File: config.mk
export PLATFORM = sky130hd
export DESIGN_NAME = hw_monitor_control_core
export DESIGN_NICKNAME = d
export VERILOG_FILES = /design/src/inc/hwmon_pkg.sv /design/src/inc/meas_if.sv /design/src/verilog/limit_check.sv /design/src/verilog/hw_monitor_control_core.sv
export SDC_FILE = /design/constraint.sdc
export NUM_CORES = 1
export LEC_CHECK = 0
export BUFFER_PORTS_ARGS = -buffer_cell sky130_fd_sc_hd__buf_2
export CAP_MARGIN = 20
export CORE_ASPECT_RATIO = 1.4
export CORE_UTILIZATION = 55
export CTS_BUF_LIST = sky130_fd_sc_hd__clkbuf_8
export DETAILED_ROUTE_END_ITERATION = 7
export PLACE_DENSITY = 0.73
export SYNTH_ARGS = -nofsm -noshare
export SYNTH_HDL_FRONTEND = slang
export SYNTH_SLANG_ARGS = --single-unit
File: constraint.sdc
create_clock -name sys_clk -period 8.8 [get_ports sys_clk]
set_input_delay 0.44 -clock sys_clk [delete_from_list [all_inputs] [get_ports sys_clk]]
set_output_delay 0.44 -clock sys_clk [all_outputs]
set_load 0.05 [all_outputs]
File: src/inc/hwmon_pkg.sv
// Constants for the hardware monitor control core and its limit checker.
// Assumes one 10 MHz clock and an SMBus host clocking SCL well below it.
// Overview of operation
// - Config one bit 7 switches supply measurement scaling for a 5 V supply.
// - Five voltage-ID pins are sampled and readable in the voltage-ID register.
// - Low address-enable strap selects address mode; address-select pin picks address.
// - High address-enable strap gives the default slave address 0x5C.
// - In address mode, select low gives 0x58, select high gives 0x5A.
// - Slave address latches on first bus transaction; strap pins then resume fan use.
// - First written byte of every write loads the address pointer.
// - Once started, every channel is measured in turn and its value stored.
// - Each value is compared against limits; violations set status bits.
// - In alert mode, fan two pin is driven low while an unmasked status bit is set.
// - Masks gate only the alert output, never the status bits.
// - Fan two drive pin can be switched from PWM to alert output.
// - Signed offset register is added to each temperature reading.
// - Automatic fan control takes each fan start temperature from its register.
// - Automatic fan control takes each fan slope from its own register.
// - Each fan speed input can be switched to an analog input.
// - XOR test mode puts the XOR tree result on fan one drive pin.
package hwmon_pkg;
	localparam int CHANNELS = 8;
	localparam int TEMPS = 3;
	localparam int TEMP_FIRST = 5;
	localparam int FANS = 3;
	localparam logic [7:0] VALUE_BASE = 8'h20;
	localparam logic [7:0] LOW_BASE = 8'h30;
	localparam logic [7:0] HIGH_BASE = 8'h38;
	localparam logic [7:0] CONFIG_ONE = 8'h40;
	localparam logic [7:0] STATUS_REG = 8'h41;
	localparam logic [7:0] MASK_REG = 8'h42;
	localparam logic [7:0] VID_REG = 8'h43;
	localparam logic [7:0] CONFIG_TWO = 8'h44;
	localparam logic [7:0] OFFSET_BASE = 8'h48;
	localparam logic [7:0] FAN_START_TEMPERATURE_BASE = 8'h4C;
	localparam logic [7:0] FAN_TEMPERATURE_SLOPE_BASE = 8'h50;
	localparam int CFG1_START = 0;
	localparam int CFG1_AUTO_FAN = 1;
	localparam int CFG1_VCC_5V = 7;
	localparam int CFG2_ALERT = 0;
	localparam int CFG2_XOR = 1;
	localparam int CFG2_ANALOG_LSB = 4;
	localparam logic [7:0] ADDR_DEFAULT = 8'h5C;
	localparam logic [7:0] ADDR_SEL_LOW = 8'h58;
	localparam logic [7:0] ADDR_SEL_HIGH = 8'h5A;
	localparam logic [7:0] RESET_ZERO = 8'h00;
	localparam logic [7:0] RESET_HIGH_LIMIT = 8'hFF;
	localparam logic [7:0] RESET_FAN_START_TEMPERATURE = 8'h5A;
	localparam logic [7:0] RESET_FAN_TEMPERATURE_SLOPE = 8'h02;
	localparam logic [7:0] DUTY_FULL = 8'hFF;
	localparam logic [3:0] BYTE_BITS = 4'h8;
endpackage

File: src/inc/meas_if.sv
// Carries one measurement between the sequencer and the limit checker.
// Purely combinational; the checker answers in the same cycle.
interface meas_if;
	logic [7:0] raw;
	logic [7:0] offset;
	logic is_temp;
	logic [7:0] low;
	logic [7:0] high;
	logic [7:0] value;
	logic out_of_limit;
	modport seq (output raw, offset, is_temp, low, high, input value, out_of_limit);
	modport chk (input raw, offset, is_temp, low, high, output value, out_of_limit);
endinterface

File: src/verilog/limit_check.sv
// Offset correction and window comparison for one converted sample.
// Assumes temperatures are signed bytes and voltages unsigned bytes.
module limit_check (
	meas_if.chk m
);
	import hwmon_pkg::*;
	logic signed [8:0] sum;
	always_comb begin
		sum = $signed({m.raw[7], m.raw}) + $signed({m.offset[7], m.offset});
		m.value = m.raw;
		if (m.is_temp) begin
			if (sum > 9'sd127) begin
				m.value = 8'h7F;
			end else if (sum < -9'sd128) begin
				m.value = 8'h80;
			end else begin
				m.value = sum[7:0];
			end
		end
		if (m.is_temp) begin
			m.out_of_limit = ($signed(m.value) < $signed(m.low)) ||
				($signed(m.value) > $signed(m.high));
		end else begin
			m.out_of_limit = (m.value < m.low) || (m.value > m.high);
		end
	end
	// Window check assertion sits in the core, which owns the clock this checker lacks
endmodule

File: src/verilog/hw_monitor_control_core.sv
// Control core: SMBus slave, register file, measurement sequencer, alert and fan drive.
// Assumes an external converter that answers a start pulse with a done pulse on sys_clk.
module hw_monitor_control_core (
	input wire logic sys_clk,
	input wire logic rst_n,
	input wire logic scl_in,
	input wire logic sda_in,
	output logic sda_out,
	output logic sda_oe,
	input wire logic [4:0] cpu_voltage_code,
	input wire logic fan3_drive_in,
	input wire logic fan4_speed_input,
	input wire logic xor_chain_result,
	input wire logic [7:0] adc_result,
	input wire logic adc_done,
	output logic meas_start,
	output logic [2:0] meas_channel,
	output logic vcc_5v_scale,
	output logic [3:0] fan_tach_analog_sel,
	output logic fan1_drive_output,
	output logic fan1_drive_oe,
	output logic fan2_drive_output,
	output logic fan2_drive_oe,
	output logic fan3_drive_output,
	output logic fan3_drive_oe
);
	import hwmon_pkg::*;

	typedef enum logic [2:0] {B_IDLE, B_ADDR, B_ACK_ADDR, B_WRITE, B_ACK_WRITE, B_READ,
		B_ACK_READ} bus_state_t;
	typedef enum logic [1:0] {S_IDLE, S_START, S_WAIT} seq_state_t;

	logic scl_m_q, scl_s_q, scl_p_q, sda_m_q, sda_s_q, sda_p_q;
	logic [4:0] vid_m_q, vid_s_q, vid_q;
	logic strap_m_q, strap_s_q, sel_m_q, sel_s_q;
	logic addr_locked_q, strap_high_q;
	logic [7:0] my_addr_q;
	bus_state_t bstate_q;
	logic [3:0] bit_cnt_q;
	logic [7:0] shift_q, tx_q, ptr_q, rd_data;
	logic first_byte_q, sda_oe_q, zero_q;
	logic [7:0] cfg1_q, cfg2_q, status_q, mask_q;
	logic [7:0] value_q [CHANNELS];
	logic [7:0] low_q [CHANNELS];
	logic [7:0] high_q [CHANNELS];
	logic [7:0] offset_q [TEMPS];
	logic [7:0] fan_start_temperature_q [TEMPS];
	logic [7:0] fan_temperature_slope_q [TEMPS];
	logic [7:0] duty_q [FANS];
	logic [7:0] pwm_cnt_q;
	seq_state_t sstate_q;
	logic [2:0] ch_q;
	logic meas_start_q, vcc_5v_q, alert_q;
	logic f1_oe_q, f2_oe_q, f3_oe_q;
	logic [3:0] analog_sel_q;
	logic scl_rise, scl_fall, start_cond, stop_cond, byte_end, reg_we, ptr_we, tx_load;
	logic status_clr, sample_done;
	logic [7:0] status_set;
	logic [1:0] tidx;
	meas_if m ();

	// Two flops on the bus, strap and voltage-ID pins before use; the XOR input is used unsynchronised
	always_ff @(posedge sys_clk or negedge rst_n) begin
		if (!rst_n) begin
			{scl_m_q, scl_s_q, scl_p_q} <= 3'b111;
			{sda_m_q, sda_s_q, sda_p_q} <= 3'b111;
			{strap_m_q, strap_s_q, sel_m_q, sel_s_q} <= 4'hF;
			vid_m_q <= 5'h00;
			vid_s_q <= 5'h00;
		end else begin
			{scl_m_q, scl_s_q, scl_p_q} <= {scl_in, scl_m_q, scl_s_q};
			{sda_m_q, sda_s_q, sda_p_q} <= {sda_in, sda_m_q, sda_s_q};
			{strap_m_q, strap_s_q} <= {fan3_drive_in, strap_m_q};
			{sel_m_q, sel_s_q} <= {fan4_speed_input, sel_m_q};
			vid_m_q <= cpu_voltage_code;
			vid_s_q <= vid_m_q;
		end
	end

	assign scl_rise = scl_s_q & ~scl_p_q;
	assign scl_fall = ~scl_s_q & scl_p_q;
	assign start_cond = scl_s_q & scl_p_q & sda_p_q & ~sda_s_q;
	assign stop_cond = scl_s_q & scl_p_q & ~sda_p_q & sda_s_q;
	assign byte_end = scl_fall && (bit_cnt_q == BYTE_BITS);
	assign ptr_we = (bstate_q == B_WRITE) && byte_end && first_byte_q;
	assign reg_we = (bstate_q == B_WRITE) && byte_end && !first_byte_q;
	assign tx_load = scl_fall && ((bstate_q == B_ACK_ADDR && shift_q[0]) ||
		(bstate_q == B_ACK_READ && !sda_oe_q && bit_cnt_q == 4'h0));
	assign status_clr = tx_load && (ptr_q == STATUS_REG);

	always_ff @(posedge sys_clk or negedge rst_n) begin
		if (!rst_n) begin
			addr_locked_q <= 1'b0;
			strap_high_q <= 1'b1;
			my_addr_q <= ADDR_DEFAULT;
		end else if (start_cond && !addr_locked_q) begin
			addr_locked_q <= 1'b1;
			strap_high_q <= strap_s_q;
			if (!strap_s_q) begin
				my_addr_q <= sel_s_q ? ADDR_SEL_HIGH : ADDR_SEL_LOW;
			end else begin
				my_addr_q <= ADDR_DEFAULT;
			end
		end
	end

	// SMBus slave; bit_cnt stays 0 through B_ACK_READ, so the SCL fall there comes after the master ack bit
	always_ff @(posedge sys_clk or negedge rst_n) begin
		if (!rst_n) begin
			bstate_q <= B_IDLE;
			bit_cnt_q <= 4'h0;
			shift_q <= RESET_ZERO;
			tx_q <= RESET_ZERO;
			first_byte_q <= 1'b1;
			sda_oe_q <= 1'b0;
		end else if (start_cond) begin
			bstate_q <= B_ADDR;
			bit_cnt_q <= 4'h0;
			sda_oe_q <= 1'b0;
		end else if (stop_cond) begin
			bstate_q <= B_IDLE;
			sda_oe_q <= 1'b0;
		end else begin
			case (bstate_q)
				B_ADDR, B_WRITE: begin
					if (scl_rise) begin
						shift_q <= {shift_q[6:0], sda_s_q};
						bit_cnt_q <= bit_cnt_q + 4'h1;
					end else if (byte_end) begin
						if (bstate_q == B_WRITE || {shift_q[7:1], 1'b0} == my_addr_q) begin
							bstate_q <= (bstate_q == B_ADDR) ? B_ACK_ADDR : B_ACK_WRITE;
							sda_oe_q <= 1'b1;
							first_byte_q <= (bstate_q == B_ADDR);
						end else begin
							bstate_q <= B_IDLE;
						end
					end
				end
				B_ACK_ADDR, B_ACK_WRITE: begin
					if (scl_fall) begin
						bit_cnt_q <= 4'h0;
						if (bstate_q == B_ACK_ADDR && shift_q[0]) begin
							bstate_q <= B_READ;
							tx_q <= {rd_data[6:0], 1'b0};
							sda_oe_q <= ~rd_data[7];
						end else begin
							bstate_q <= B_WRITE;
							sda_oe_q <= 1'b0;
						end
					end
				end
				B_READ: begin
					if (scl_rise) begin
						bit_cnt_q <= bit_cnt_q + 4'h1;
					end else if (byte_end) begin
						bstate_q <= B_ACK_READ;
						bit_cnt_q <= 4'h0;
						sda_oe_q <= 1'b0;
					end else if (scl_fall) begin
						tx_q <= {tx_q[6:0], 1'b0};
						sda_oe_q <= ~tx_q[7];
					end
				end
				B_ACK_READ: begin
					if (scl_rise) begin
						// A high ack bit is the master's no-acknowledge
						bstate_q <= sda_s_q ? B_IDLE : B_ACK_READ;
					end else if (tx_load) begin
						bstate_q <= B_READ;
						tx_q <= {rd_data[6:0], 1'b0};
						sda_oe_q <= ~rd_data[7];
					end
				end
				default: begin
					bstate_q <= B_IDLE;
				end
			endcase
		end
	end

	// Pointer-selected read data; unmapped addresses read zero
	always_comb begin
		rd_data = RESET_ZERO;
		tidx = ptr_q[1:0];
		if (ptr_q[7:3] == VALUE_BASE[7:3]) begin
			rd_data = value_q[ptr_q[2:0]];
		end else if (ptr_q[7:3] == LOW_BASE[7:3]) begin
			rd_data = low_q[ptr_q[2:0]];
		end else if (ptr_q[7:3] == HIGH_BASE[7:3]) begin
			rd_data = high_q[ptr_q[2:0]];
		end else if (ptr_q == CONFIG_ONE) begin
			rd_data = cfg1_q;
		end else if (ptr_q == STATUS_REG) begin
			rd_data = status_q;
		end else if (ptr_q == MASK_REG) begin
			rd_data = mask_q;
		end else if (ptr_q == VID_REG) begin
			rd_data = {3'b000, vid_q};
		end else if (ptr_q == CONFIG_TWO) begin
			rd_data = cfg2_q;
		end else if (tidx != 2'b11 && ptr_q[7:2] == OFFSET_BASE[7:2]) begin
			rd_data = offset_q[tidx];
		end else if (tidx != 2'b11 && ptr_q[7:2] == FAN_START_TEMPERATURE_BASE[7:2]) begin
			rd_data = fan_start_temperature_q[tidx];
		end else if (tidx != 2'b11 && ptr_q[7:2] == FAN_TEMPERATURE_SLOPE_BASE[7:2]) begin
			rd_data = fan_temperature_slope_q[tidx];
		end
	end

	// Register file writes
	always_ff @(posedge sys_clk or negedge rst_n) begin
		if (!rst_n) begin
			ptr_q <= RESET_ZERO;
			cfg1_q <= RESET_ZERO;
			cfg2_q <= RESET_ZERO;
			mask_q <= RESET_ZERO;
			vid_q <= 5'h00;
			for (int i = 0; i < CHANNELS; i++) begin
				low_q[i] <= RESET_ZERO;
				high_q[i] <= RESET_HIGH_LIMIT;
			end
			for (int i = 0; i < TEMPS; i++) begin
				offset_q[i] <= RESET_ZERO;
				fan_start_temperature_q[i] <= RESET_FAN_START_TEMPERATURE;
				fan_temperature_slope_q[i] <= RESET_FAN_TEMPERATURE_SLOPE;
			end
		end else begin
			vid_q <= vid_s_q;
			if (ptr_we) begin
				ptr_q <= shift_q;
			end
			if (reg_we) begin
				if (ptr_q[7:3] == LOW_BASE[7:3]) begin
					low_q[ptr_q[2:0]] <= shift_q;
				end else if (ptr_q[7:3] == HIGH_BASE[7:3]) begin
					high_q[ptr_q[2:0]] <= shift_q;
				end else if (ptr_q == CONFIG_ONE) begin
					cfg1_q <= shift_q;
				end else if (ptr_q == MASK_REG) begin
					mask_q <= shift_q;
				end else if (ptr_q == CONFIG_TWO) begin
					cfg2_q <= shift_q;
				end else if (tidx != 2'b11 && ptr_q[7:2] == OFFSET_BASE[7:2]) begin
					offset_q[tidx] <= shift_q;
				end else if (tidx != 2'b11 && ptr_q[7:2] == FAN_START_TEMPERATURE_BASE[7:2]) begin
					fan_start_temperature_q[tidx] <= shift_q;
				end else if (tidx != 2'b11 && ptr_q[7:2] == FAN_TEMPERATURE_SLOPE_BASE[7:2]) begin
					fan_temperature_slope_q[tidx] <= shift_q;
				end
			end
		end
	end

	assign m.raw = adc_result;
	assign m.is_temp = (ch_q >= 3'(TEMP_FIRST));
	assign m.offset = m.is_temp ? offset_q[2'(ch_q - 3'(TEMP_FIRST))] : RESET_ZERO;
	assign m.low = low_q[ch_q];
	assign m.high = high_q[ch_q];
	assign sample_done = (sstate_q == S_WAIT) && adc_done;
	assign status_set = (sample_done && m.out_of_limit) ? (8'h01 << ch_q) : RESET_ZERO;

	limit_check chk_u (
		.m(m)
	);

	always_ff @(posedge sys_clk or negedge rst_n) begin
		if (!rst_n) begin
			sstate_q <= S_IDLE;
			ch_q <= 3'h0;
			meas_start_q <= 1'b0;
			for (int i = 0; i < CHANNELS; i++) begin
				value_q[i] <= RESET_ZERO;
			end
		end else begin
			meas_start_q <= 1'b0;
			case (sstate_q)
				S_IDLE: begin
					if (cfg1_q[CFG1_START]) begin
						sstate_q <= S_START;
					end
				end
				S_START: begin
					meas_start_q <= 1'b1;
					sstate_q <= S_WAIT;
				end
				S_WAIT: begin
					if (adc_done) begin
						value_q[ch_q] <= m.value;
						ch_q <= ch_q + 3'h1;
						sstate_q <= cfg1_q[CFG1_START] ? S_START : S_IDLE;
					end
				end
				default: begin
					sstate_q <= S_IDLE;
				end
			endcase
		end
	end

	// Sticky status; a new event beats the read clear
	always_ff @(posedge sys_clk or negedge rst_n) begin
		if (!rst_n) begin
			status_q <= RESET_ZERO;
			alert_q <= 1'b0;
		end else begin
			status_q <= (status_clr ? RESET_ZERO : status_q) | status_set;
			alert_q <= cfg2_q[CFG2_ALERT] && |(status_q & ~mask_q);
		end
	end

	// Automatic duty from start temperature and slope
	always_ff @(posedge sys_clk or negedge rst_n) begin
		if (!rst_n) begin
			pwm_cnt_q <= RESET_ZERO;
			for (int i = 0; i < FANS; i++) begin
				duty_q[i] <= DUTY_FULL;
			end
		end else begin
			pwm_cnt_q <= pwm_cnt_q + 8'h01;
			for (int i = 0; i < FANS; i++) begin
				if (!cfg1_q[CFG1_AUTO_FAN]) begin
					duty_q[i] <= DUTY_FULL;
				end else if ($signed(value_q[TEMP_FIRST + i]) <= $signed(fan_start_temperature_q[i])) begin
					duty_q[i] <= RESET_ZERO;
				end else if (|((16'(8'(value_q[TEMP_FIRST + i] - fan_start_temperature_q[i])) <<
					fan_temperature_slope_q[i][2:0]) >> 8)) begin
					duty_q[i] <= DUTY_FULL;
				end else begin
					duty_q[i] <= 8'(value_q[TEMP_FIRST + i] - fan_start_temperature_q[i]) << fan_temperature_slope_q[i][2:0];
				end
			end
		end
	end

	// Open-drain pins: enable high pulls the pin low
	always_ff @(posedge sys_clk or negedge rst_n) begin
		if (!rst_n) begin
			zero_q <= 1'b0;
			f1_oe_q <= 1'b0;
			f2_oe_q <= 1'b0;
			f3_oe_q <= 1'b0;
			vcc_5v_q <= 1'b0;
			analog_sel_q <= 4'h0;
		end else begin
			zero_q <= 1'b0;
			vcc_5v_q <= cfg1_q[CFG1_VCC_5V];
			analog_sel_q <= cfg2_q[CFG2_ANALOG_LSB +: 4];
			f1_oe_q <= cfg2_q[CFG2_XOR] ? ~xor_chain_result : ~(pwm_cnt_q < duty_q[0]);
			f2_oe_q <= cfg2_q[CFG2_ALERT] ? alert_q : ~(pwm_cnt_q < duty_q[1]);
			// Strap pin stays released until the address is latched
			f3_oe_q <= addr_locked_q && !(pwm_cnt_q < duty_q[2]);
		end
	end

	assign sda_out = zero_q;
	assign sda_oe = sda_oe_q;
	assign meas_start = meas_start_q;
	assign meas_channel = ch_q;
	assign vcc_5v_scale = vcc_5v_q;
	assign fan_tach_analog_sel = analog_sel_q;
	assign fan1_drive_output = zero_q;
	assign fan1_drive_oe = f1_oe_q;
	assign fan2_drive_output = zero_q;
	assign fan2_drive_oe = f2_oe_q;
	assign fan3_drive_output = zero_q;
	assign fan3_drive_oe = f3_oe_q;
endmodule

## After elaboration in Yosys (flattened, before gate mapping)

Index checks and enable logic that the tools add are counted.

- Bits in registers: 410
- Bits of input ports: 21
- Output and inout port bits: 17
- Logic and storage cells: 357

- $add $sub $neg: 8
- Order comparisons: 20
- Equality and inequality tests: 45
- Shifts and indexed selects: 7
- Multiplexer cells: 117
- Bitwise gates (word level): 33
- Reductions and logical operators: 55

Operators with widths:

| operator | number |
|---|---|
| two-way mux 8 bit | 54 |
| bitwise mux 64 bit | 3 |
| binary-select mux 8 bit (select 3 bit) | 5 |
| bitwise mux 24 bit | 3 |
| binary-select mux 8 bit (select 2 bit) | 4 |
| demux 8 bit (select 3 bit) | 2 |
| << shifter 8 x 3 -> 16 bit | 3 |
| two-way mux 3 bit | 14 |
| == test 8 x 7 -> 1 bit (second input constant) | 5 |
| less-than comparator 8 bit | 5 |
| != test 4 bit (second input constant) | 9 |
| OR reduction 8 bit | 4 |
| <= comparator 8 bit | 3 |
| two-way mux 4 bit | 6 |
| one-hot mux 8 bit (3 select lines) | 1 |
| << shifter 8 x 3 -> 8 bit | 3 |
| subtractor 8 bit | 3 |
| != test 2 bit (second input constant) | 11 |
| logical AND 1 bit | 20 |
| NOT 1 bit | 19 |
| == test 6 x 5 -> 1 bit (second input constant) | 3 |
| AND reduction 6 bit | 3 |
| AND reduction 9 bit | 2 |
| two-way mux 1 bit | 17 |
| other kinds (50) | 83 |

## Longest topological paths before layout

Gate-level depths: netlist of the first run.

- Word-level depth: 21
- Gate-level depth with buffers: 28
- Gate-level depth less buffers: 25

## Cells and area by module

Synthesis of the first run repeated with hierarchy kept, for this count alone.

- Cell total of the unflattened synthesis: 2,036
- Area, all modules: 23,189.7 um^2

Modules (own cells, without submodules):

| module | instances | cells each | area each (um^2) | seq. area each (um^2) |
|---|---|---|---|---|
| hw_monitor_control_core | 1 | 1,905 | 22,256.3 | 10,228.6 |
| limit_check | 1 | 131 | 933.4 | 0.0 |

## Worst setup path before layout of the first run

Ideal clock, no wire load.

- Path type: reg-to-reg
- Start: reg ch_q[1] (netlist: meas_channel[1])
- End: reg status_q[0]
- Setup time: 122 ps
- Arrival time: 6,547 ps
- Data required time: 8,678 ps
- Slack: 2,131 ps
- Stages on the path, launching flop included: 28
- Path buffers: 3
- Clock period less this slack: 6,669 ps
- Cell sequence: dfrtp_1 -> buf_1 -> inv_2 -> buf_1 -> ha_1 -> clkbuf_1 -> mux2i_1 -> nor2_1 -> a21oi_1 -> nor2_1 -> ha_1 -> fa_1 -> a21o_1 -> a21oi_1 -> o211a_1 -> a21oi_2 -> o21a_1 -> inv_1 -> a2bb2oi_1 -> inv_1 -> ha_1 -> nand2_1 -> nor3_1 -> nor2_1 -> a2111oi_0 -> nor3_1 -> a221o_1 -> a32o_1

- Longest elaborated chain between the ends: 17
- Elaborated cells on any way between the ends: 31
- Classes of those cells: 2 x add/sub; 7 x order compare; 1 x shift; 15 x mux; 3 x bitwise; 3 x reduce/logical

RTL lines:

| item | line | RTL |
|---|---|---|
| from (decl) | hw_monitor_control_core.sv:52 | `logic [2:0] ch_q;` |
| from (signal assigned) | hw_monitor_control_core.sv:289 | `ch_q <= ch_q + 3'h1;` |
| subtractor 2 x 1 -> 2 bit | hw_monitor_control_core.sv:256 | `assign m.offset = m.is_temp ? offset_q[2'(ch_q - 3'(TEMP_FIRST))] : RESET_ZERO;` |
| NOT 2 -> 3 bit (not written as such) | hw_monitor_control_core.sv:256 |  |
| binary-select mux 8 bit (select 2 bit) | hw_monitor_control_core.sv:256 |  |
| two-way mux 8 bit (not written as such) (2 in series) | hw_monitor_control_core.sv:256 |  |
| two-way mux 8 bit | hw_monitor_control_core.sv:256 |  |
| adder 8 x 8 -> 9 bit | limit_check.sv:9 | `sum = $signed({m.raw[7], m.raw}) + $signed({m.offset[7], m.offset});` |
| less-than comparator 9 x 8 -> 1 bit | limit_check.sv:14 | `end else if (sum < -9'sd128) begin` |
| two-way mux 8 bit | limit_check.sv:14 |  |
| two-way mux 8 bit | limit_check.sv:12 | `if (sum > 9'sd127) begin` |
| two-way mux 8 bit (*) | limit_check.sv:11 | `if (m.is_temp) begin` |
| via chk_u.m.value[1] | meas_if.sv:12 | `modport chk (input raw, offset, is_temp, low, high, output value, out_of_limit);` |
| less-than comparator 8 bit (tied with other cells) | limit_check.sv:24 | `m.out_of_limit = (m.value < m.low) \|\| (m.value > m.high);` |
| logical OR 1 bit (on tied branches) | limit_check.sv:24, limit_check.sv:21 |  |
| two-way mux 1 bit (*) | limit_check.sv:20 | `if (m.is_temp) begin` |
| logical AND 1 bit (*) | hw_monitor_control_core.sv:260 | `assign status_set = (sample_done && m.out_of_limit) ? (8'h01 << ch_q) : RESET_ZERO;` |
| two-way mux 8 bit (*) | hw_monitor_control_core.sv:260 |  |
| bitwise OR 8 bit (*) | hw_monitor_control_core.sv:306 | `status_q <= (status_clr ? RESET_ZERO : status_q) \| status_set;` |
| to (signal assigned) | hw_monitor_control_core.sv:306 |  |
| to (decl) | hw_monitor_control_core.sv:42 | `logic [7:0] cfg1_q, cfg2_q, status_q, mask_q;` |

The timed path passes the listed nets; every way through them passes the cells marked *. The select of a mux whose other input is x is not followed.
A chain may end at the register's enable or synchronous reset.

## Worst setup path after layout of the first run

- Start: reg ch_q[1] (netlist: meas_channel[1])
- End: reg status_q[2]

Same word-level chain as after synthesis.

==> results of run 1 <==
-- layout by cell type (no fill, tap or decap), types with 8 or more instances in the layout --
| master | instances |
|---|---|
| a22oi_1 | 11 |
| a211oi_1 | 20 |
| nand2_1 | 145 |
| o21bai_1 | 8 |
| xor2_1 | 10 |
| nor2b_1 | 19 |
| nor2_2 | 9 |
| or2_2 | 9 |
| a21oi_1 | 113 |
| dfstp_2 | 115 |
| dlygate4sd3_1 | 11 |
| nor3_1 | 30 |
| mux2i_1 | 73 |
| a32o_1 | 8 |
| nand2b_1 | 18 |
| nor3_4 | 8 |
| clkbuf_8 | 81 |
| dfrtp_1 | 284 |
| and2_1 | 9 |
| o21ai_0 | 125 |
| mux2_2 | 256 |
| ha_1 | 77 |
| a21o_1 | 16 |
| nand3_1 | 31 |
| buf_2 | 32 |
| o211ai_1 | 9 |
| nor2_1 | 131 |
| o22ai_1 | 28 |
| a31oi_1 | 18 |
| buf_4 | 20 |
| mux4_2 | 80 |
| xnor2_1 | 14 |
| inv_1 | 119 |
-- synthesized netlist by cell type (all sizes together) (6+ instances only) --
master  count
dfrtp     288
mux2      258
nand2     146
nor2      140
o21ai     130
dfstp     115
a21oi     114
inv        98
mux4       80
clkbuf     78
ha         77
mux2i      73
buf        42
nor3       40
nand3      31
o22ai      28
a211oi     20
nor2b      19
a31oi      18
nand2b     18
a21o       17
xnor2      14
a22oi      11
nor4       11
and2       10
xor2       10
o211ai      9
o21bai      9
or2         9
a32o        8
nand3b      8
a22o        7
and3        7
nand4       7
o21a        7
o31ai       7
a221o       6
o311ai      6
-- through the flow --
step	worst slack (ns)	cells	hold WS, ns
global route	1.25	2666	0.0806
CTS	1.72	2663	0.0558
floorplan	2.13	2059	0.144
global placement	1.81	2533	0.332
finish	1.74	2666	0.0871
detailed placement	1.73	2533	0.335
-- path summary, 6_finish.rpt --
check,endpoint,start,slack (ns)
worst min register to register,vid_s_q[4],vid_m_q[4],0.35
worst max register to register,status_q[2],meas_channel[1],1.74
min in group asynchronous,value_q[63],rst_n,0.45
worst max-delay path,status_q[2],meas_channel[1],1.74
max in group asynchronous,ptr_q[0],rst_n,6.89
worst min-delay path,value_q[37],adc_result[5],0.09
-- kinds of logic (layout without fill, tap and decap cells) --
kind of cell / count (synthesis) / after routing / synth area share [%]
AO/OA/AOI/OAI: 452 / 452 / 12.5
XOR/XNOR: 24 / 24 / 0.912
adder cells (fa/ha/maj): 82 / 82 / 4.57
buffers and inverters: 218 / 284 / 3.81
flip-flops: 403 / 403 / 44.4
multiplexers: 411 / 411 / 23.6
other: 1 / 5 / 0.0163
AND/OR/NAND/NOR: 465 / 465 / 10.2
-- state kept, by name, indices dropped and copies added, names as in the netlist, 7 cells and up --
register and cells:
high_q 64, low_q 64, value_q 64, duty_q 24, fan_start_temperature_q 24, fan_temperature_slope_q 24, offset_q 24, cfg1_q 8
cfg2_q 8, mask_q 8, ptr_q 8, pwm_cnt_q 8, shift_q 8, status_q 8, tx_q 7
-- critical path, cell delays in order, from the launching register on --
cell and delay (ns):
dfrtp_1 0.72, inv_2 0.41, ha_1 0.70, mux2i_1 0.24, nor2_1 0.05, a21oi_1 0.13
nor2_1 0.06, ha_1 0.23, fa_1 0.43, a21o_1 0.19, a21oi_1 0.31, o211a_1 0.20
a21oi_2 0.08, o21a_1 0.24, inv_1 0.08, a2bb2oi_1 0.61, inv_1 0.21, ha_1 0.35
nand2_1 0.05, nor3_1 0.30, nor2_1 0.09, a2111oi_0 0.41, nor3_1 0.12, a221o_1 0.43
a32o_1 0.31
-- layout make-up --
cell class	count	area share [%]
multi-input cells	1438	47.6
clock inverters	38	0.977
well taps	540	2.69
repair buffers	67	1.98
flip-flops and latches	403	40.8
diodes	1	0.00997
inverters	98	1.47
clock buffers	81	4.44
-- layer usage --
layer / share of wire, % / track usage, % / vias up
li1: - / - / 7597
met1: 39 / 36.5 / 8551
met2: 51 / 53.1 / 529
met3: 4.6 / 4.77 / 187
met4: 5.7 / 17.7 / 0
met5: 0 / 0 / -
-- report_power, final --
part           internal, mW  switching [mW]
registers              1.90          0.0712
logic                 0.163           0.394
clock network         0.902           0.779
total                  2.97            1.24
-- what timing repair did --
action,in CTS,in global routing
resized for setup,0,0
hold endpoints to repair,94,0
hold buffers,11,0
setup buffers,0,0
==> qor.yml, run 1 <==
syn_inst: 2056
ir_drop_mv: 0.124
synth_flop_cell: "dfrtp_1"
cts-buffers-inserted: 67
drive_gt1_share_pct: 30.7
routabilityCongestion: 0.978
max_slew_margin_pct: 30.2
clockBufferDepth: 3
status: "finished clean"
criticalPathCategory: "register to register"
ys_ff_latch: 403
post-route-drc-count: 0
cts_tree: "built"
cp-end-kind: "register"
setup_violations: 0
die-area_um2: 42700
hpwl_mm: 44.7
min_path_cells: 3
postRouteAntennaNets: 0
dr.pass1.iters: 6
grt_usage_pct: 30.8
skew_ns: 0.0429
reg2reg_depth: 24
grt_pass1_wl_mm: 99.9
yosysSeqAreaShare_pct: 44.4
p_per_area_nw_per_um2: 168
maxCapViolCount: 0
vias_per_cell: 6.33
synth_area_per_cell_um2: 11.2
period_needed_ns: 7.06
worstMarginPinSlew_ns: 1.05
detailroute.via_count: 16900
grt_max_degree: 154
leakagePower_nw: 11.1
fin_crit_sh_pct: 80.2
synth_edf_count: 0
core_area_um2: 41300
fillers: 3337
start_util_pct: 55.8
finalPower_mw: 4.21
drv_slew: 0
critPathLaunchType: "register"
clk_latency_ns: 0.67
wl_per_cell_um: 23.8
seq_area_um2: 10200
final_hold_viol_count: 0
layout.nets: 2177
arrival_ns: 7.59
row_count: 88
areaGrowthSynthToFinish_pct: 8.89
placed_area_um2: 23600
syn_area_um2: 23000
hp-class: "input port to register"
clock-root-buffer: "clkbuf_8"
utilization_pct: 60.8
max_freq_ghz: 0.142
ys_async_sr_fraction_pct: 100
finalSetupTns_ns: 0
yosysTopAreaCell: "dfrtp_1"
dieHeight_um: 244
ioPinCount: 38
die_w_um: 175
yosys_warnings: 0
path_clk_slew_ns: 0.06
grt_pass1_vias: 17100
synth_area_leaders: "dfrtp_1 31%, dfstp_2 13%, mux2_2 13%"
drt_iter0_markers: 1156
drt-total-wl_mm: 63.5
synth_top_cell_area_share_pct: 31.3
cts_max_level: 3
cp_max_fo: 18
antenna_found_initial: 1
required_ns: 9.33
gr-total-overflow: 0
synth.distinct_cells: 92
finalInstanceArea_um2: 25100
clkSinkCount: 403
multi_input_area_um2: 11900
io_buffers: 33
rsz0062_at_grt: "no"
(Power assumes the default switching activity.)
==> run 2, diff against run 1 <==
==> constraint.sdc (replaced) <==
create_clock -name sys_clk -period 7 [get_ports sys_clk]
set_input_delay 0.35 -clock sys_clk [delete_from_list [all_inputs] [get_ports sys_clk]]
set_output_delay 0.35 -clock sys_clk [all_outputs]
set_load 0.05 [all_outputs]
==> run 2 against run 1 <==
Design area is essentially flat. Die area stayed put. Clock skew fell by 0.014 ns. First-iteration DRC count increased by 17%. Clock power rose by 24%. Non-clock buffer count grew 5. Hold slack got worse by 0.017 ns. Wire length fell by 2.4%. Setup slack worse by 1.0 ns. Utilization about the same. Combinational power up 24%. Sequential cell count did not move. Largest cell class unchanged.
==> qor.yml, run 2 (synthesis results as in run 1) <==
ir_drop_mv: 0.159  # was 0.124 mV
critPathLaunchType: "register"  # unchanged
critical_path.most_common_cell: "a21oi_1"
p_per_area_nw_per_um2: 209  # was 168 nW/µm²
rsz0062_at_grt: "no"  # unchanged
grt_pass1_wl_mm: 98.6  # was 99.9 mm
wl_per_cell_um: 23.2  # was 23.8 µm
clock-root-buffer: "clkbuf_8"  # unchanged
hpwl_mm: 43.3  # was 44.7 mm
post-route-drc-count: 0  # unchanged
drv_slew: 0  # unchanged
maxCapViolCount: 0  # unchanged
core_area_um2: 41300  # unchanged
dr.pass1.iters: 7  # was 6
criticalPathCategory: "register to register"  # unchanged
clk_latency_ns: 0.63  # was 0.67 ns
layout.nets: 2181  # was 2,177
mostFrequentLayoutCell: "dfrtp_1"  # unchanged
finalSetupTns_ns: 0  # unchanged
cts-buffers-inserted: 66  # was 67
ioPinCount: 38  # unchanged
required_ns: 7.50  # was 9.33 ns
reg2reg_slack_ns: 0.70  # was 1.74 ns
grt_max_degree: 185  # was 154
cts_setup_buffers: 0  # unchanged
skew_ns: 0.0284  # was 0.0429 ns
antenna_found_initial: 1  # unchanged
max_stage_delay_ns: 0.49  # was 0.72 ns
areaGrowthSynthToFinish_pct: 8.83  # was 8.89%
clockBufferDepth: 3  # unchanged
final_cell_mix: "284 x dfrtp_1, 256 x mux2_2, 145 x nand2_1"  # unchanged
start_util_pct: 55.8  # unchanged
seq_area_um2: 10200  # unchanged
utilization_pct: 60.7  # was 60.8%
cts_tree: "built"  # unchanged
cts_max_level: 3  # unchanged
max_slew_margin_pct: 29.1  # was 30.2%
gr-total-overflow: 0  # unchanged
row_count: 88  # unchanged
die-area_um2: 42700  # unchanged
die_w_um: 175  # unchanged
status: "finished clean"  # unchanged
max_freq_ghz: 0.159  # was 0.142 GHz
final_hold_viol_count: 0  # unchanged
period_needed_ns: 6.30  # was 7.06 ns
top_regs: "high_q (64), low_q (64), value_q (64)"  # unchanged
leakagePower_nw: 11.1  # about the same
detailroute.via_count: 16900  # about the same
dieHeight_um: 244  # unchanged
setup_violations: 0  # unchanged
vias_per_cell: 6.32  # was 6.33
reg2reg_depth: 23  # was 24
drive_gt1_share_pct: 30.8  # was 30.7%
multi_input_area_um2: 12000  # was 11,900 µm²
grt_pass1_vias: 17300  # was 17,100
routabilityCongestion: 0.974  # was 0.978
worstMarginPinSlew_ns: 1.06  # was 1.05 ns
drt-total-wl_mm: 62.0  # was 63.5 mm
slowest_stage: "ha_1"  # was dfrtp_1
hp-class: "input port to register"  # unchanged
crit_path_end: "status_q[3]"  # was status_q[2]
fin_crit_sh_pct: 90.0  # was 80.2%
timing.rr.end: "status_q[3]"  # was status_q[2]
regToRegStartpoint: "meas_channel[0]"  # was meas_channel[1]
drt_iter0_markers: 1354  # was 1,156
startpoint: "meas_channel[0]"  # was meas_channel[1]
arrival_ns: 6.80  # was 7.59 ns
grt_usage_pct: 30.0  # was 30.8%
path_clk_slew_ns: 0.07  # was 0.06 ns
io_buffers: 33  # unchanged
cp-end-kind: "register"  # unchanged
clkSinkCount: 403  # unchanged
fillers: 3330  # was 3,337
cp_max_fo: 14  # was 18
postRouteAntennaNets: 0  # unchanged
cp_cell_sequence: "inv_1 > ha_1 > nor2b_1 > a21oi_1 > nor2_1 > ha_1 > fa_1 > a21o_1 > a21oi_1 > o211a_1 > a21oi_2 > o21ai_0 > a21oi_1 > a21oi_1 > inv_1 > ha_1 > nand3_1 > nor3_1 > nor2_1 > a2111oi_0 > nor3_1 > a221o_1 > a32o_1"  # was inv_2 > ha_1 > mux2i_1 > nor2_1 > a21oi_1 > nor2_1 > ha_1 > fa_1 > a21o_1 > a21oi_1 > o211a_1 > a21oi_2 > o21a_1 > inv_1 > a2bb2oi_1 > inv_1 > ha_1 > nand2_1 > nor3_1 > nor2_1 > a2111oi_0 > nor3_1 > a221o_1 > a32o_1
run 2: worst min path at each step:
stage                        from             to  slack (ns)  depth (start not counted)
global placement       vid_m_q[3]     vid_s_q[3]        0.33                          0
floorplan                   rst_n  addr_locked_q        0.05                          0
detailed placement     vid_s_q[0]       vid_q[0]        0.33                          0
global route        adc_result[6]    value_q[38]        0.11                          3
CTS                 adc_result[6]    value_q[38]        0.03                          3
finish              adc_result[6]    value_q[38]        0.07                          3
run 2: timing repair:
item | CTS | global route
resized for setup | 0 | 1
endpoints found under the setup margin | 0 | 8
hold buffers | 13 | 0
endpoints found under the hold margin | 87 | 0
run 2: critical path, delay by kind of cell (launching register included):
family                     cells  cell delay (ns)
buffers and inverters          2             0.48
and+or+nand+nor                6             0.95
adders and majority gates      4             1.50
DFF                            1             0.42
AOI/OAI and AO/OA             11             2.86
run 2: per-layer routing:
metal	global-route usage, %	part of all wire (%)	wire length, µm	up-vias
met5	0	0	0	-
met2	51.2	51	31300	573
met4	20.4	7.2	4450	0
met1	34.5	37	22900	8487
li1	-	-	-	7602
met3	5.08	5.4	3320	222
run 2: final cells by class:
type | instances | share of cell area [%]
well taps | 540 | 2.69
clock buffers | 82 | 4.50
flip-flops and latches | 403 | 40.8
multi-input cells | 1438 | 47.7
diodes | 1 | 0.00998
clock inverters | 36 | 0.798
inverters | 98 | 1.47
repair buffers | 72 | 2.05
run 2: per-stage QoR:
step	power (mW)	std cells	cell area, µm²	setup slack, ns	hold slack (ns)
2_1_floorplan	2.91	2059	23100	0.331	0.0544
3_3_place_gp	3.17	2538	23600	0.888	0.331
3_5_place_dp	3.18	2538	23600	0.572	0.335
4_1_cts	5.28	2669	25100	0.523	0.0285
5_1_grt	5.45	2670	25100	0.0557	0.111
6_report	5.24	2670	25100	0.697	0.0699
run 2: power breakdown:
group	internal (mW)	total (mW)	switching (mW)
sequential	2.39	2.47	0.0806
combinational	0.200	0.691	0.491
clock	1.10	2.08	0.978
==> run 3, diff against run 2 <==
--- a/config.mk
+++ b/config.mk
@@ -5,13 +5,16 @@
 export SDC_FILE = /design/constraint.sdc
 export NUM_CORES = 1
 export LEC_CHECK = 0
+export ABC_AREA = 1
 export BUFFER_PORTS_ARGS = -buffer_cell sky130_fd_sc_hd__buf_2
 export CAP_MARGIN = 20
+export CELL_PAD_IN_SITES_DETAIL_PLACEMENT = 0
+export CELL_PAD_IN_SITES_GLOBAL_PLACEMENT = 2
 export CORE_ASPECT_RATIO = 1.4
-export CORE_UTILIZATION = 55
+export CORE_UTILIZATION = 40
 export CTS_BUF_LIST = sky130_fd_sc_hd__clkbuf_8
 export DETAILED_ROUTE_END_ITERATION = 7
-export PLACE_DENSITY = 0.73
+export PLACE_DENSITY = 0.84
 export SYNTH_ARGS = -nofsm -noshare
 export SYNTH_HDL_FRONTEND = slang
 export SYNTH_SLANG_ARGS = --single-unit
==> run 3 against run 2 <==
Sequential share of layout area increased by 1.8 points. Non-clock buffer count decreased by 1. Count of clock-buffer cells in the layout increased by 4. Synthesized cell count increased by 31%. Sequential power about the same. Register-to-register slack improved by 0.64 ns. Utilization decreased by 16 points. Combinational power increased by 49%. First-iteration DRC count decreased by 1.6%. Sequential cell count unchanged. Critical path type unchanged. Critical endpoint unchanged. Largest cell class is now sequential cells. Largest power group unchanged. Highest routed layer is now met5.
==> qor.yml, run 3 <==
status: "finished clean"  # unchanged
worst_slack_ns: 1.34  # was 0.697 ns
crit_path_end: "status_q[3]"  # unchanged
yosys_warnings: 0  # unchanged
hpwl_mm: 52.5  # was 43.3 mm
gr-total-overflow: 0  # unchanged
ys_ff_latch: 403  # unchanged
worstMarginPinSlew_ns: 1.14  # was 1.06 ns
row_count: 100  # was 88
hp-class: "input port to register"  # unchanged
ioPinCount: 38  # unchanged
ys_async_sr_fraction_pct: 100  # unchanged
grt_max_degree: 165  # was 185
cts.repair.resized: 0  # unchanged
synth.distinct_cells: 60  # was 92
fin_crit_sh_pct: 80.8  # was 90.0%
placed_area_um2: 22500  # was 23,600 µm²
synth_flop_cell: "dfrtp_1"  # unchanged
clockBufferDepth: 3  # unchanged
maxCapViolCount: 0  # unchanged
clock-root-buffer: "clkbuf_8"  # unchanged
place_ws_ns: 1.31  # was 0.572 ns
clkPwrFrac_pct: 38.4  # was 39.7%
cts_max_level: 3  # unchanged
ir_drop_mv: 0.130  # was 0.159 mV
timing.rr.end: "status_q[3]"  # unchanged
final_cell_mix: "723 x nand2_1, 392 x o21ai_0, 287 x dfrtp_1"  # was 284 x dfrtp_1, 256 x mux2_2, 145 x nand2_1
leakagePower_nw: 10.7  # was 11.1 nW
critical_path.most_common_cell: "nand2_1"  # was a21oi_1
skew_ns: 0.0305  # was 0.0284 ns
max_stage_delay_ns: 0.86  # was 0.49 ns
grt_pass1_wl_mm: 114  # was 98.6 mm
synth_area_per_cell_um2: 8.05  # was 11.2 µm²
setup_violations: 0  # unchanged
syn_area_um2: 21700  # was 23,000 µm²
cp-end-kind: "register"  # unchanged
slowest_stage: "dfrtp_2"  # was ha_1
grt_pass1_vias: 18700  # was 17,300
drt-total-wl_mm: 74.7  # was 62.0 mm
placedCellCount: 3337  # was 2,538
finalNonFillerCells: 3476  # was 2,670
arrival_ns: 6.26  # was 6.80 ns
post-route-drc-count: 0  # unchanged
yosys.cell_count.top_type: "nand2_1"  # was dfrtp_1
clkSinkCount: 403  # unchanged
vias_per_cell: 5.47  # was 6.32
wl_per_cell_um: 21.5  # was 23.2 µm
yosysSeqAreaShare_pct: 47.1  # was 44.4%
rsz0062_at_grt: "no"  # unchanged
antenna_found_initial: 4  # was 1
core_area_um2: 53400  # was 41,300 µm²
reg2reg_slack_ns: 1.34  # was 0.70 ns
criticalPathCategory: "register to register"  # unchanged
finalSetupTns_ns: 0  # unchanged
grt_usage_pct: 27.7  # was 30.0%
hold_buffers: 12  # was 13
multi_input_area_um2: 10100  # was 12,000 µm²
layout.nets: 2808  # was 2,181
switching_share_pct: 32.5  # was 29.6%
startpoint: "meas_channel[0]"  # unchanged
seq_area_um2: 10200  # about the same
path_clk_slew_ns: 0.06  # was 0.07 ns
start_util_pct: 40.7  # was 55.8%
max_slew_margin_pct: 23.2  # was 29.1%
p_sw_mw: 1.86  # was 1.55 mW
syn_inst: 2699  # was 2,056
cts-buffers-inserted: 69  # was 66
final_hold_viol_count: 0  # unchanged
cts_tree: "built"  # unchanged
pwr-share-comb_pct: 18.0  # was 13.2%
finalInstanceArea_um2: 24000  # was 25,100 µm²
detailroute.via_count: 19000  # was 16,900
top_regs: "high_q (64), low_q (64), value_q (64)"  # unchanged
regToRegStartpoint: "meas_channel[0]"  # unchanged
cp_max_fo: 42  # was 14
synth_edf_count: 0  # unchanged
internal_power_mw: 3.86  # was 3.69 mW
drive_gt1_share_pct: 11.9  # was 30.8%
drv_slew: 0  # unchanged
cts_setup_buffers: 0  # unchanged
die_w_um: 199  # was 175 µm
fillers: 5453  # was 3,330
drt_iter0_markers: 1333  # was 1,354
critPathLaunchType: "register"  # unchanged
period_needed_ns: 5.66  # was 6.30 ns
dr.pass1.iters: 6  # was 7
areaGrowthSynthToFinish_pct: 10.5  # was 8.83%
p_seq_share_pct: 43.6  # was 47.1%
max_freq_ghz: 0.177  # was 0.159 GHz
synth_area_leaders: "dfrtp_1 33%, dfstp_2 14%, nand2_1 12%"  # was dfrtp_1 31%, dfstp_2 13%, mux2_2 13%
die-area_um2: 55300  # was 42,700 µm²
postRouteAntennaNets: 0  # unchanged
synth_top_cell_area_share_pct: 33.2  # was 31.3%
mostFrequentLayoutCell: "nand2_1"  # was dfrtp_1
routabilityCongestion: 0.938  # was 0.974
p_per_area_nw_per_um2: 238  # was 209 nW/µm²
synthTopCellsByCount: "723 x nand2_1, 392 x o21ai_0, 288 x dfrtp_1"  # was 288 x dfrtp_1, 256 x mux2_2, 145 x nand2_1
dieHeight_um: 278  # was 244 µm
required_ns: 7.60  # was 7.50 ns
reg2reg_depth: 27  # was 23
clk_latency_ns: 0.67  # was 0.63 ns
io_buffers: 33  # unchanged
yosysTopAreaCell: "dfrtp_1"  # unchanged
-- run 3: cell types whose count changed after synthesis, moves of 19 or more --
cell,change
mux2_2,-252
nand3_1,+74
nand2_1,+578
nor3_1,-19
inv_1,+120
mux2i_1,-70
nor2b_1,-19
a22oi_1,+36
o21ai_0,+267
clkbuf_1,+26
o21ai_1,+55
mux4_2,-80
-- run 3: worst min-delay path by stage --
| stage | start | to | cells after the start |
|---|---|---|---|
| after floorplan | rst_n | addr_locked_q | 0 |
| after global placement | vid_m_q[3] | vid_s_q[3] | 0 |
| after detailed placement | vid_s_q[3] | vid_q[3] | 0 |
| after CTS | adc_result[0] | value_q[40] | 4 |
| after global routing | adc_result[0] | value_q[40] | 4 |
| final | adc_result[0] | value_q[40] | 4 |
-- run 3: stage by stage --
stage | utilization (%) | power, mW | hold WS, ns
after global placement | 42.1 | 3.54 | 0.332
after detailed placement | 42.1 | 3.56 | 0.340
after global routing | 45.0 | 6.01 | 0.265
after floorplan | - | 3.13 | 0.0544
final | 45.0 | 5.71 | 0.240
after CTS | 45.0 | 5.80 | 0.207
-- run 3: power groups by stage --
stage | clock (mW) | combinational (mW) | sequential, mW
after detailed placement | 0 | 1.03 | 2.53
after global placement | 0 | 1.02 | 2.53
final | 2.20 | 1.03 | 2.49
after CTS | 2.27 | 1.04 | 2.49
after floorplan | 0 | 0.616 | 2.51
after global routing | 2.37 | 1.14 | 2.50
-- run 3: cell families after synthesis --
group                    Yosys count  share of synthesized area [%]
AND/OR/NAND/NOR                 1059                           20.5
other                              1                         0.0173
multiplexers                       7                          0.345
XOR/XNOR                          31                           1.25
adder cells (fa/ha/maj)           81                           4.80
buffers and inverters            371                           6.63
flip-flops                       403                           47.1
AO/OA/AOI/OAI                    746                           19.4
-- run 3: per-layer routing --
metal	wire length, µm	up-vias	GRT usage [%]
met3	3550	155	3.89
met4	3550	4	14.1
met2	37800	562	48.3
met5	27	-	0
met1	29700	9179	32.9
li1	-	9124	-
-- run 3: final cells by class --
cell class,instances,area share (%)
Multi-Input combinational cell,1928,42.0
Clock inverter,40,0.964
Inverter,233,3.64
Sequential cell,403,42.6
Antenna cell,1,0.0104
Timing Repair Buffer,71,2.15
Clock buffer,86,4.93
Tap cell,714,3.72
-- run 3: critical path: cells and delay by family (launching register included) --
kind / cells / cell delay [ns]
AND/OR/NAND/NOR: 13 / 1.21
AO/OA/AOI/OAI: 7 / 1.53
adder cells (fa/ha/maj): 4 / 1.44
flip-flops: 1 / 0.86
buffers and inverters: 3 / 0.54
